$ cat src/hdl/pcc_map.svh
// Contract
// bank select 0 routes pair to compare
// bank select 1 routes pair to reload
// reload used only in 9-11 bit modes
// enable 0 masks overflow interrupt request
// enable 1 raises request while flag set
// flag sets on selected counter bit overflow
// flag set by hardware or software only
// flag 0 means no overflow since clear
// flag 1 means overflow since clear
// length select sets cycle, 0 is 8-bit
// 16-bit channels ignore length select
// request is level, drops on flag clear
`ifndef PCC_MAP_SVH
`define PCC_MAP_SVH
`define PCC_ADDR_CFG      8'hF7
`define PCC_BIT_BANK      7
`define PCC_BIT_IEN       6
`define PCC_BIT_FLAG      5
`define PCC_LEN_HI        2
`define PCC_LEN_LO        0
`define PCC_LEN_W         3
`define PCC_LEN_8         3'h0
`define PCC_LEN_9         3'h1
`define PCC_LEN_10        3'h2
`define PCC_LEN_11        3'h3
`define PCC_BASE_BIT      7
`define PCC_CNT_W         16
`define PCC_SEL_W         2
`define PCC_RSVD_VAL      2'h0
`define PCC_IDLE_DATA     8'h00
`endif

$ cat src/hdl/pcc_pkg.sv
package pcc_pkg;
   typedef enum logic [0:0] {
      PCC_BANK_COMPARE = 1'b0,
      PCC_BANK_RELOAD  = 1'b1
   } pcc_bank_type;
endpackage

$ cat src/hdl/pcc_edge.sv
`timescale 1ns/100ps
`include "pcc_map.svh"
// overflow out of one selected counter bit: falling edge of that bit
module pcc_edge #(
   parameter int CNT_W = `PCC_CNT_W
) (
   input  wire logic             clk_sys,   // system clock
   input  wire logic             srst,      // sync reset
   input  wire logic [CNT_W-1:0] count,     // main counter value
   input  wire logic [`PCC_LEN_W-1:0] len,  // cycle length select
   output logic                  ovf        // one-cycle overflow pulse
);
   logic                  prev;
   wire  [3:0]            sel_idx;
   wire                   sel_bit;

   assign sel_idx = 4'(`PCC_BASE_BIT) + 4'(len[`PCC_SEL_W-1:0]);
   assign sel_bit = count[sel_idx];

   always_ff @(posedge clk_sys) begin
      if (srst) begin
         prev <= 1'b0;
         ovf  <= 1'b0;
      end else begin
         prev <= sel_bit;
         ovf  <= prev & ~sel_bit;
      end
   end
endmodule

$ cat src/hdl/pcc_top.sv
`timescale 1ns/100ps
`include "pcc_map.svh"
module pcc_top #(
   parameter int CNT_W = `PCC_CNT_W
) (
   input  wire logic             clk_sys,      // system clock, 10 MHz
   input  wire logic             srst,         // sync reset, active high
   input  wire logic [7:0]       sfr_addr,     // register address
   input  wire logic [7:0]       sfr_wdata,    // write data
   input  wire logic             sfr_wr,       // write strobe
   input  wire logic             sfr_rd,       // read strobe
   input  wire logic             pair_wr,      // write to compare pair addr
   input  wire logic             pair_hi,      // 1 high byte, 0 low byte
   input  wire logic [CNT_W-1:0] count,        // main counter value
   input  wire logic             chan_16bit,   // channel in 16-bit mode
   input  wire logic             mode_9_11,    // channel in 9-11 bit mode
   output logic [7:0]            sfr_rdata,    // read data
   output logic                  pair_to_reload, // pair access to reload
   output logic                  reload_use,   // reload value in effect
   output logic [`PCC_LEN_W-1:0] eff_len,      // length seen by channel
   output logic                  ovf_irq       // overflow interrupt request
);
   logic                  bank;
   logic                  ien;
   logic                  flag;
   logic [`PCC_LEN_W-1:0] len;
   logic                  hw_ovf;
   wire                   cfg_wr;
   wire                   cfg_rd;
   wire                   next_bank;
   wire                   next_ien;
   wire                   next_flag;
   wire [`PCC_LEN_W-1:0]  next_len;
   wire [7:0]             cfg_val;

   pcc_edge #(.CNT_W(CNT_W)) u_edge (
      .clk_sys (clk_sys),
      .srst    (srst),
      .count   (count),
      .len     (len),
      .ovf     (hw_ovf)
   );

   assign cfg_wr    = sfr_wr && (sfr_addr == `PCC_ADDR_CFG);
   assign cfg_rd    = sfr_rd && (sfr_addr == `PCC_ADDR_CFG);
   assign next_bank = cfg_wr ? sfr_wdata[`PCC_BIT_BANK] : bank;
   assign next_ien  = cfg_wr ? sfr_wdata[`PCC_BIT_IEN] : ien;
   assign next_len  = cfg_wr ? sfr_wdata[`PCC_LEN_HI:`PCC_LEN_LO] :
                      len;
   // hardware set wins over a software clear in the same cycle
   assign next_flag = hw_ovf ? 1'b1 :
                      cfg_wr ? sfr_wdata[`PCC_BIT_FLAG] : flag;
   // reserved bits read back as zero
   assign cfg_val   = {bank, ien, flag, `PCC_RSVD_VAL, len};

   always_ff @(posedge clk_sys) begin
      if (srst) begin
         bank <= 1'b0;
         ien  <= 1'b0;
         flag <= 1'b0;
         len  <= `PCC_LEN_8;
      end else begin
         bank <= next_bank;
         ien  <= next_ien;
         flag <= next_flag;
         len  <= next_len;
      end
   end

   // pair_to_reload and ovf_irq follow the next values so they track the register exactly; eff_len does so only while chan_16bit is low
   always_ff @(posedge clk_sys) begin
      if (srst) begin
         sfr_rdata      <= `PCC_IDLE_DATA;
         pair_to_reload <= 1'b0;
         reload_use     <= 1'b0;
         eff_len        <= `PCC_LEN_8;
         ovf_irq        <= 1'b0;
      end else begin
         sfr_rdata      <= cfg_rd ? cfg_val : `PCC_IDLE_DATA;
         pair_to_reload <= (next_bank == pcc_pkg::PCC_BANK_RELOAD);
         reload_use     <= mode_9_11 && !chan_16bit;
         eff_len        <= chan_16bit ? `PCC_LEN_8 : next_len;
         ovf_irq        <= next_flag && next_ien;
      end
   end

   property p_irq_level;
      @(posedge clk_sys) disable iff (srst)
         ovf_irq == (flag && ien);
   endproperty
   a_irq_level: assert property (p_irq_level)
      else $error("irq not flag and enable");

   property p_irq_masked;
      @(posedge clk_sys) disable iff (srst)
         !ien |-> !ovf_irq;
   endproperty
   a_irq_masked: assert property (p_irq_masked)
      else $error("irq raised while masked");

   property p_irq_raised;
      @(posedge clk_sys) disable iff (srst)
         flag && ien |-> ovf_irq;
   endproperty
   a_irq_raised: assert property (p_irq_raised)
      else $error("irq missing with flag and enable");

   property p_irq_drop;
      @(posedge clk_sys) disable iff (srst)
         $fell(flag) |-> !ovf_irq;
   endproperty
   a_irq_drop: assert property (p_irq_drop)
      else $error("irq stayed after flag clear");

   property p_hw_set;
      @(posedge clk_sys) disable iff (srst)
         hw_ovf |=> flag;
   endproperty
   a_hw_set: assert property (p_hw_set)
      else $error("overflow did not set flag");

   property p_no_hw_clear;
      @(posedge clk_sys) disable iff (srst)
         flag && !cfg_wr |=> flag;
   endproperty
   a_no_hw_clear: assert property (p_no_hw_clear)
      else $error("flag cleared without write");

   property p_no_spurious;
      @(posedge clk_sys) disable iff (srst)
         !flag && !hw_ovf && !(cfg_wr && sfr_wdata[`PCC_BIT_FLAG])
         |=> !flag;
   endproperty
   a_no_spurious: assert property (p_no_spurious)
      else $error("flag set without cause");

   property p_sw_set;
      @(posedge clk_sys) disable iff (srst)
         cfg_wr && sfr_wdata[`PCC_BIT_FLAG] |=> flag;
   endproperty
   a_sw_set: assert property (p_sw_set)
      else $error("software write did not set flag");

   property p_sw_clear;
      @(posedge clk_sys) disable iff (srst)
         cfg_wr && !sfr_wdata[`PCC_BIT_FLAG] && !hw_ovf |=> !flag;
   endproperty
   a_sw_clear: assert property (p_sw_clear)
      else $error("software write did not clear flag");

   property p_read_flag;
      @(posedge clk_sys) disable iff (srst)
         cfg_rd |=> sfr_rdata[`PCC_BIT_FLAG] == $past(flag);
   endproperty
   a_read_flag: assert property (p_read_flag)
      else $error("flag read back wrong");

   property p_bank;
      @(posedge clk_sys) disable iff (srst)
         pair_to_reload == (bank == pcc_pkg::PCC_BANK_RELOAD);
   endproperty
   a_bank: assert property (p_bank)
      else $error("pair routing wrong");

   property p_bank_wr;
      @(posedge clk_sys) disable iff (srst)
         cfg_wr |=> bank == $past(sfr_wdata[`PCC_BIT_BANK]);
   endproperty
   a_bank_wr: assert property (p_bank_wr)
      else $error("bank select not written");

   property p_bank_hold;
      @(posedge clk_sys) disable iff (srst)
         !cfg_wr |=> $stable(bank);
   endproperty
   a_bank_hold: assert property (p_bank_hold)
      else $error("bank select changed without write");

   property p_ien_wr;
      @(posedge clk_sys) disable iff (srst)
         cfg_wr |=> ien == $past(sfr_wdata[`PCC_BIT_IEN]);
   endproperty
   a_ien_wr: assert property (p_ien_wr)
      else $error("irq enable not written");

   property p_reload;
      @(posedge clk_sys) disable iff (srst)
         chan_16bit |=> !reload_use;
   endproperty
   a_reload: assert property (p_reload)
      else $error("reload used outside 9-11 bit");

   property p_reload_off;
      @(posedge clk_sys) disable iff (srst)
         !mode_9_11 |=> !reload_use;
   endproperty
   a_reload_off: assert property (p_reload_off)
      else $error("reload used in other mode");

   property p_reload_on;
      @(posedge clk_sys) disable iff (srst)
         mode_9_11 && !chan_16bit |=> reload_use;
   endproperty
   a_reload_on: assert property (p_reload_on)
      else $error("reload missing in 9-11 bit");

   property p_len16;
      @(posedge clk_sys) disable iff (srst)
         chan_16bit |=> eff_len == `PCC_LEN_8;
   endproperty
   a_len16: assert property (p_len16)
      else $error("16-bit channel saw length");

   property p_len;
      @(posedge clk_sys) disable iff (srst)
         !chan_16bit |=> eff_len == len;
   endproperty
   a_len: assert property (p_len)
      else $error("length not passed");

   property p_len_wr;
      @(posedge clk_sys) disable iff (srst)
         cfg_wr |=> len == $past(sfr_wdata[`PCC_LEN_HI:`PCC_LEN_LO]);
   endproperty
   a_len_wr: assert property (p_len_wr)
      else $error("length select not written");

   property p_len_hold;
      @(posedge clk_sys) disable iff (srst)
         !cfg_wr |=> $stable(len);
   endproperty
   a_len_hold: assert property (p_len_hold)
      else $error("length select changed without write");
endmodule

$ cat config.mk
export PLATFORM = sky130hd
export DESIGN_NAME = pcc_top
export DESIGN_NICKNAME = d
export VERILOG_FILES = /design/src/hdl/pcc_pkg.sv /design/src/hdl/pcc_edge.sv /design/src/hdl/pcc_top.sv
export VERILOG_INCLUDE_DIRS = /design/src /design/src/hdl
export SDC_FILE = /design/constraint.sdc
export NUM_CORES = 1
export LEC_CHECK = 0
export BUFFER_PORTS_ARGS = -buffer_cell sky130_fd_sc_hd__buf_2
export CORE_MARGIN = 1
export CORE_UTILIZATION = 40
export DETAILED_ROUTE_END_ITERATION = 8
export PLACE_DENSITY = 0.77
export SLEW_MARGIN = 20
export SYNTH_ARGS = -nofsm -noshare
export SYNTH_HDL_FRONTEND = slang
export SYNTH_SLANG_ARGS = --single-unit
$ cat constraint.sdc
create_clock -name clk_sys -period 1.92 [get_ports clk_sys]
set_input_delay 0.384 -clock clk_sys [delete_from_list [all_inputs] [get_ports clk_sys]]
set_output_delay 0.384 -clock clk_sys [all_outputs]
set_load 0.01 [all_outputs]
# [Yosys cells after proc, flatten, opt, wreduce, memory -nomap -nowiden]
# Index checks and enable logic that the tools add are counted.
[totals] reg_bits=21 inputBits=40 out_inout_bits=14 word_cells=30
[classes] n_addsub=1 magnitude_cmp=1 n_eq_ne=1 muxes=6 bitwise=3 reduce_logical=7
[op_table] operator="$eq 8x8->1 const B" n=1
[op_table] operator="$lt 4x5->1 const B" n=1
[op_table] operator="$add 3x2->4 const A" n=1
[op_table] operator="$bmux 1 s4" n=1
[op_table] operator="$logic_and 1x1->1" n=4
[op_table] operator="$mux 1" n=4
[op_table] operator="$reduce_or 2->1" n=2
[op_table] operator="$mux 3" n=1
[op_table] operator="$not 1->1" n=2
[op_table] operator="$and 1x1->1" n=1
[op_table] operator="$logic_not 1->1" n=1

# [Longest topological paths before layout]
# Gate-level depths: netlist of the first run.
[logic_depth] ltp_word=5 mapped_depth=5 depth_no_buf=5

# [Modules after synthesis]
# Synthesis of the first run repeated with hierarchy kept, for this count alone.
[unflattened] hier_cells=76 area_unflattened_um2=817.0
[modules_own_cells] module="pcc_top" instances=1 cells_per_inst=63 area_per_inst_um2=670.6 seq_area_each_um2=340.3
[modules_own_cells] module="pcc_edge" instances=1 cells_per_inst=13 area_per_inst_um2=146.4 seq_area_each_um2=40.0

# [Worst setup path after synthesis of the first run]
# OpenSTA, ideal clock, no wires.
[synth_timing] path_kind="input -> register" start="input port sfr_addr[3]" end="register ovf_irq" setup_time_ps=121 arrival_ps=1332 required_ps=1799 slack_ps=468 cell_stages=3 n_path_buf=0 cell_sequence="nand4b_1 > nor3_4 > mux2_2"
[synth_between] elab_chain_cells=5 elab_cells_between_ends=6 classes_between="eq/ne: 1; mux: 3; reduce/logical: 2"
[synth_lines] element="start: declaration" line="pcc_top.sv:8" source="input wire logic [7:0] sfr_addr,"
[synth_lines] element="$eq 8x8->1 (no line) (*)"
[synth_lines] element="$logic_and 1x1->1 (*)" line="pcc_top.sv:44" source="assign cfg_wr = sfr_wr && (sfr_addr == `PCC_ADDR_CFG);"
[synth_lines] element="$mux 1" line="pcc_top.sv:52" source="cfg_wr ? sfr_wdata[`PCC_BIT_FLAG] : flag;"
[synth_lines] element="$mux 1" line="pcc_top.sv:51" source="assign next_flag = hw_ovf ? 1'b1 :"
[synth_lines] element="$logic_and 1x1->1 (*)" line="pcc_top.sv:83" source="ovf_irq <= next_flag && next_ien;"
[synth_lines] element="end signal: assignment" line="pcc_top.sv:83"
[synth_lines] element="end: declaration" line="pcc_top.sv:21" source="output logic ovf_irq"
# Every way passes the cells marked *; elsewhere a longest branch is shown, timed or not.
# A chain may end at the register's enable or synchronous reset.

# [Final worst setup path of the first run]
[layout_timing] start="register len[0]" end="register u_edge.ovf"
[layout_between] elab_chain_cells=5
[layout_lines] element="start: declaration" line="pcc_top.sv:26" source="logic [`PCC_LEN_W-1:0] len;"
[layout_lines] element="start signal: assignment" line="pcc_top.sv:61" source="len <= `PCC_LEN_8;"
[layout_lines] element="start signal: assignment" line="pcc_top.sv:66" source="len <= next_len;"
[layout_lines] element="$add 3x2->4" line="pcc_edge.sv:17" source="assign sel_idx = 4'(`PCC_BASE_BIT) + 4'(len[`PCC_SEL_W-1:0]);"
[layout_lines] element="$bmux 1 s4" line="pcc_edge.sv:18" source="assign sel_bit = count[sel_idx];"
[layout_lines] element="$mux 1 (implied by the code)" line="pcc_edge.sv:18"
[layout_lines] element="$not 1->1" line="pcc_edge.sv:26" source="ovf <= prev & ~sel_bit;"
[layout_lines] element="$and 1x1->1" line="pcc_edge.sv:26"
[layout_lines] element="end signal: assignment" line="pcc_edge.sv:26"
[layout_lines] element="end: declaration" line="pcc_edge.sv:11" source="output logic ovf"
# No other way between the ends. The select of a mux whose other input is x is not followed.

==> out/results.ini, run 1 <==
[outcome]
status = finished, final reports clean

[die]
start_util_pct = 44.58
row_count = 15
io_pins = 54
core_region_area_mm2 = 0.001802
die_w_um = 46.81
die_height_um = 46.81
die_area_mm2 = 0.002191

[place]
gp_congestion = 0.7743
numPortBuffers = 39
dp_hpwl_mm = 1.284
dpl.cell_count = 139

[detailed_routing]
wl_per_cell_um = 10.76
num_vias = 704
drt_pass1_iterations = 4
via_per_inst = 4.923
drc = 0
ant_nets = 0
drt_iter0_drc = 7
wl_mm = 1.538

[clock_network]
postCtsResizedCells = 0
clock_latency_ps = 290
cts_tree = built
clk_pin_slew_ps = 100
clkSinkCount = 19
cts_root_buffer = clkbuf_4
clockBufferDepth = 2
post_cts_buffers = 0
hold_buffers = 0
numCtsBuffers = 3
h-tree-depth = 1

[synth]
syn_area_um2 = 803.3
seq_area_frac_synth_pct = 47.35
yosysWarningCount = 0
synthesis.instances = 78
ys_types = 25
syn_avg_cell_area_um2 = 10.30
synth-seq-cells = 19

[sta]
setup_tns_ps = 0
rsz0062_at_grt = no
clock_skew_ps = 5.257
timing.final.hold_violations = 0
slew_violations = 0
fmaxAchievable_ghz = 0.6527
fin_crit_sh_pct = 79.80
holdWs_ps = 294.3
layout_min_cycle_time_ps = 1532
setup_viol = 0

[run]
maxCapViolations = 0

[power]
p_per_area_mw_per_mm2 = 620.5
ir_worst_vdd_uv = 426.7
p_leak_nw = 0.4959

[layout]
syn_to_final_growth_pct = 29.60
diodes = 0
layout.cells.non_filler = 143
fin_nets = 160
area.sequential_um2 = 380.4
nFillCells = 173
multiInputGateArea_um2 = 385.4
drive_above_1_share_pct = 38.98

[worst_setup_path]
required_ps = 2160
max_stage_delay_ps = 440
cp-end-kind = flop
cp_slowest_cell = dfxtp_1
cp_max_fo = 5
path_cells = inv_1 -> ha_1 -> mux4_1 -> mux2i_1 -> and3_1
path_class = flop to flop
critical_path.startpoint_type = flop
cp.arrival_ps = 1770

[global_route]
grt_usage_pct = 16.59
grt_first_pass_wirelength_mm = 2.539
grt_max_degree = 12
antenna_found_initial = 0
grt_pass1_vias = 624
overflow = 0

[hold_path]
hold_class = input pin to flop

==> worst max-delay path: cells and delay by family (launching register included) <==
kind / cells / cell delay [ps]
buffers and inverters: 1 / 90
adders and majority gates: 1 / 310
DFF: 1 / 440
muxes: 2 / 470
and+or+nand+nor: 1 / 170
==> cell type report <==
class,instances,area share [%]
multi-input combinational,51,37.02
sequential,19,36.54
timing repair buffer,40,19.47
tap,25,3.005
clock buffer,4,2.524
inverter,4,1.442
==> Yosys cell counts, drive strengths merged <==
library cell / number / area (um2)
buf: 2 / 15.01
and4: 2 / 17.52
dfxtp: 19 / 380.4
nand4b: 1 / 8.760
a21oi: 2 / 10.01
ha: 1 / 12.51
a21boi: 1 / 7.510
mux2i: 4 / 40.04
clkbuf: 3 / 11.26
and4b: 1 / 10.01
and2: 7 / 45.05
inv: 4 / 15.01
nor2: 6 / 22.52
nand2: 4 / 15.01
o31ai: 4 / 30.03
mux2: 1 / 11.26
nand4: 6 / 37.54
o311a: 1 / 10.01
mux4: 2 / 52.55
nor3: 1 / 16.27
and3: 1 / 6.260
conb: 1 / 3.750
nand2b: 2 / 12.51
nor2b: 2 / 12.51
==> cells by family (layout without fill, tap and decap cells) <==
| group | Yosys count | after routing | share of synthesized area [%] |
|---|---|---|---|
| and+or+nand+nor | 33 | 33 | 25.39 |
| AOI/OAI and AO/OA | 8 | 8 | 7.166 |
| muxes | 7 | 7 | 12.93 |
| DFF | 19 | 19 | 47.35 |
| other | 1 | 2 | 0.4668 |
| buffers and inverters | 9 | 48 | 5.139 |
| adders and majority gates | 1 | 1 | 1.557 |
==> routing by layer <==
metal / wire length (um) / track usage (%) / vias up
met5: 0 / 0 / -
met4: 6 / 3.429 / 0
met3: 116 / 5.769 / 2
met2: 836 / 30.56 / 28
met1: 579 / 18.38 / 320
li1: - / - / 354
==> sequential cells by signal, summed over array words and instances, names as in the netlist <==
register	count
u_edge.ovf	1
reload_use	1
len	3
eff_len	3
pair_to_reload	1
u_edge.prev	1
sfr_rdata	6
ovf_irq	1
ien	1
flag	1
==> metrics by stage <==
step | cell area [um2] | setup WS, ps | utilization (%) | power (mW)
after floorplan | 807.0 | 467.7 | - | 0.4353
after global placement | 1015 | 458.0 | 56.32 | 0.4640
after detailed placement | 1015 | 391.7 | 56.32 | 0.4664
after CTS | 1041 | 364.2 | 57.78 | 0.6583
after global routing | 1041 | 280.7 | 57.78 | 0.6785
final | 1041 | 387.9 | 57.78 | 0.6459
==> layout by cell type, fill, tap and decap left out, types with 2 or more instances in the layout <==
cell type / n
nand2_1: 4
conb_1: 2
nor2b_1: 2
buf_2: 39
mux2i_1: 4
nor2_1: 6
inv_1: 4
clkbuf_4: 3
dfxtp_1: 19
mux4_1: 2
o31ai_1: 4
nand4_1: 6
a21oi_1: 2
nand2b_1: 2
and4_1: 2
and2_1: 6
==> worst paths after layout <==
check                                from            to  slack (ps)  cells after the start
worst min register to register        ien  sfr_rdata[6]         460                      1
worst max-delay path               len[0]    u_edge.ovf         390                      5
worst min-delay path            mode_9_11    reload_use         290                      2
worst max register to register     len[0]    u_edge.ovf         390                      5
==> power breakdown <==
group / switching (mW) / total (mW) / internal, mW
clock network: 0.108 / 0.189 / 0.0807
registers: 0.00142 / 0.399 / 0.397
logic: 0.0280 / 0.0584 / 0.0304
total: 0.137 / 0.646 / 0.509
(Power assumes the default switching activity.)
==> inputs of run 2 (changes only) <==
- clock period: 1.92 -> 1.5 ns (I/O delays scaled with it)
==> run 2 against run 1 <==
Compared with the run above:
- critical path depth did not move
- sequential share of layout area fell by 0.26 points
- worst hold slack got worse by 86 ps
- utilization rose by 1.2 points
- count of clock-buffer cells in the layout fell by 1
- global-route usage fell by 0.39 points
- die area did not move
- largest cell class is now flip-flops and latches
- highest routed layer unchanged
==> out/results.ini, run 2 (synthesis gave the netlist of run 1 again) <==
[clock_network]
clkSinkCount = 19
cts_root_buffer = clkbuf_4
post_cts_buffers = 0
h-tree-depth = 1
clock_latency_ps = 280
numCtsBuffers = 3
clockBufferDepth = 2
clk_pin_slew_ps = 100
cts_tree = built

[power]
power_uw = 824.2
p_sw_uw = 178.0
pwr-share-seq_pct = 61.7
p_per_area_mw_per_mm2 = 775.9
p_leak_nw = 0.5107
clock_power_share_pct = 29.0
combPwrFrac_pct = 9.3
sw_frac_of_total_pct = 21.59
ir_worst_vdd_uv = 397.6
p_int_uw = 646.3

[worst_setup_path]
cp_top_family = multiplexers
cp.arrival_ps = 1670
rr_startpoint = len[0]
max_stage_delay_ps = 390
cp-end-kind = flop
required_ps = 1730
cp_max_fo = 5
path_cells = inv_1 -> ha_1 -> mux4_1 -> mux2i_1 -> and3_1
cp_slowest_cell = dfxtp_4
path_buf_inv = 1
startpoint = len[0]
critical_path.startpoint_type = flop
path_class = flop to flop

[layout]
drive_above_1_share_pct = 42.50
largest_reg_flops = 6
nFillCells = 171
layout_commonest_cell = buf_2
reg_top3 = sfr_rdata: 6 flops, eff_len: 3 flops, len: 3 flops
multiInputGateArea_um2 = 385.4
final_util_pct = 58.96
fin_nets = 162
area.sequential_um2 = 385.4
final_cell_mix = buf_2 (39), dfxtp_1 (17), and2_1 (6), nand4_1 (6), nor2_1 (6)
syn_to_final_growth_pct = 32.24
regMostFlops = sfr_rdata
diodes = 0

[detailed_routing]
via_per_inst = 4.862
num_vias = 705
drt_pass1_iterations = 3
wl_per_cell_um = 11.26
drt_iter0_drc = 2
route.met2.wl_um = 919
drc = 0
wl_met1_um = 614
highest_layer = met4
wl_mm = 1.633
ant_nets = 0
met3_length_um = 79

[sta]
layout_min_cycle_time_ps = 1436
setup_viol = 0
fmaxAchievable_ghz = 0.6963
slew_violations = 0
holdWs_ps = 207.8
timing.final.hold_violations = 0
fin_crit_sh_pct = 95.74
setup_tns_ps = 0
clock_skew_ps = 0.5946

[outcome]
status = finished, final reports clean

[die]
row_count = 15
die_area_mm2 = 0.002191
io_pins = 54
die_w_um = 46.81
core_region_area_mm2 = 0.001802
start_util_pct = 44.58
die_height_um = 46.81

[place]
dp_hpwl_mm = 1.321
gp_congestion = 0.7832
numPortBuffers = 39

[global_route]
grt_first_pass_wirelength_mm = 2.518
antenna_found_initial = 0
grt_pass1_vias = 641
overflow = 0
grt_usage_pct = 16.20
grt_max_degree = 12

[run]
maxCapViolations = 0

[hold_path]
hold_class = input pin to flop
min_from = mode_9_11

## run 2: cell types whose count changed in the layout (fill, tap and decap cells not counted), sizes merged
cell    previous run  this run
buf               40        42
clkbuf             4         3
clkinv             0         1
## run 2: worst reg2reg max path: stages, from the launching register on
cell	delay, ps
dfxtp_4	390
inv_1	60
ha_1	300
mux4_1	280
mux2i_1	200
and3_1	170
## run 2: what timing repair did
action,4_1_cts,5_1_grt
pin swaps,0,0
resized for setup,1,2
endpoints found under the setup margin,1,1
hold buffers,0,0
## run 2: power groups by stage
| stage | Clock, mW | Combinational [mW] | Sequential [mW] |
|---|---|---|---|
| after floorplan | 0 | 0.0348 | 0.522 |
| after global routing | 0.280 | 0.0858 | 0.509 |
| final | 0.239 | 0.0766 | 0.509 |
| after CTS | 0.252 | 0.0767 | 0.511 |
| after detailed placement | 0 | 0.0765 | 0.522 |
| after global placement | 0 | 0.0738 | 0.522 |
## run 2: per-layer routing
metal	vias up	track usage [%]
li1	359	-
met1	318	18.18
met2	24	28.89
met3	4	2.692
met4	0	9.143
met5	-	0
## run 2: area by class of cell
cell class              count  share of cell area [%]
clock buffers               3                   2.120
clock inverters             1                  0.4711
inverters                   4                   1.413
multi-input cells          51                   36.28
flip-flops and latches     19                   36.28
well taps                  25                   2.945
repair buffers             42                   20.49
## run 2: metrics by stage
| step | std cells | cell area [um2] | setup WS [ps] |
|---|---|---|---|
| 4_1_cts | 145 | 1059 | 47.29 |
| 5_1_grt | 145 | 1062 | -12.60 |
| 3_3_place_gp | 141 | 1030 | 37.26 |
| 6_report | 145 | 1062 | 63.87 |
| 2_1_floorplan | 79 | 807.0 | 131.7 |
| 3_5_place_dp | 141 | 1030 | -2.248 |
## run 2: final timing paths
kind / end / slack (ps) / cells after the start
worst min-delay path: reload_use / 210 / 2
worst min register to register: sfr_rdata[6] / 470 / 1
worst max-delay path: u_edge.ovf / 60 / 5
worst max register to register: u_edge.ovf / 60 / 5
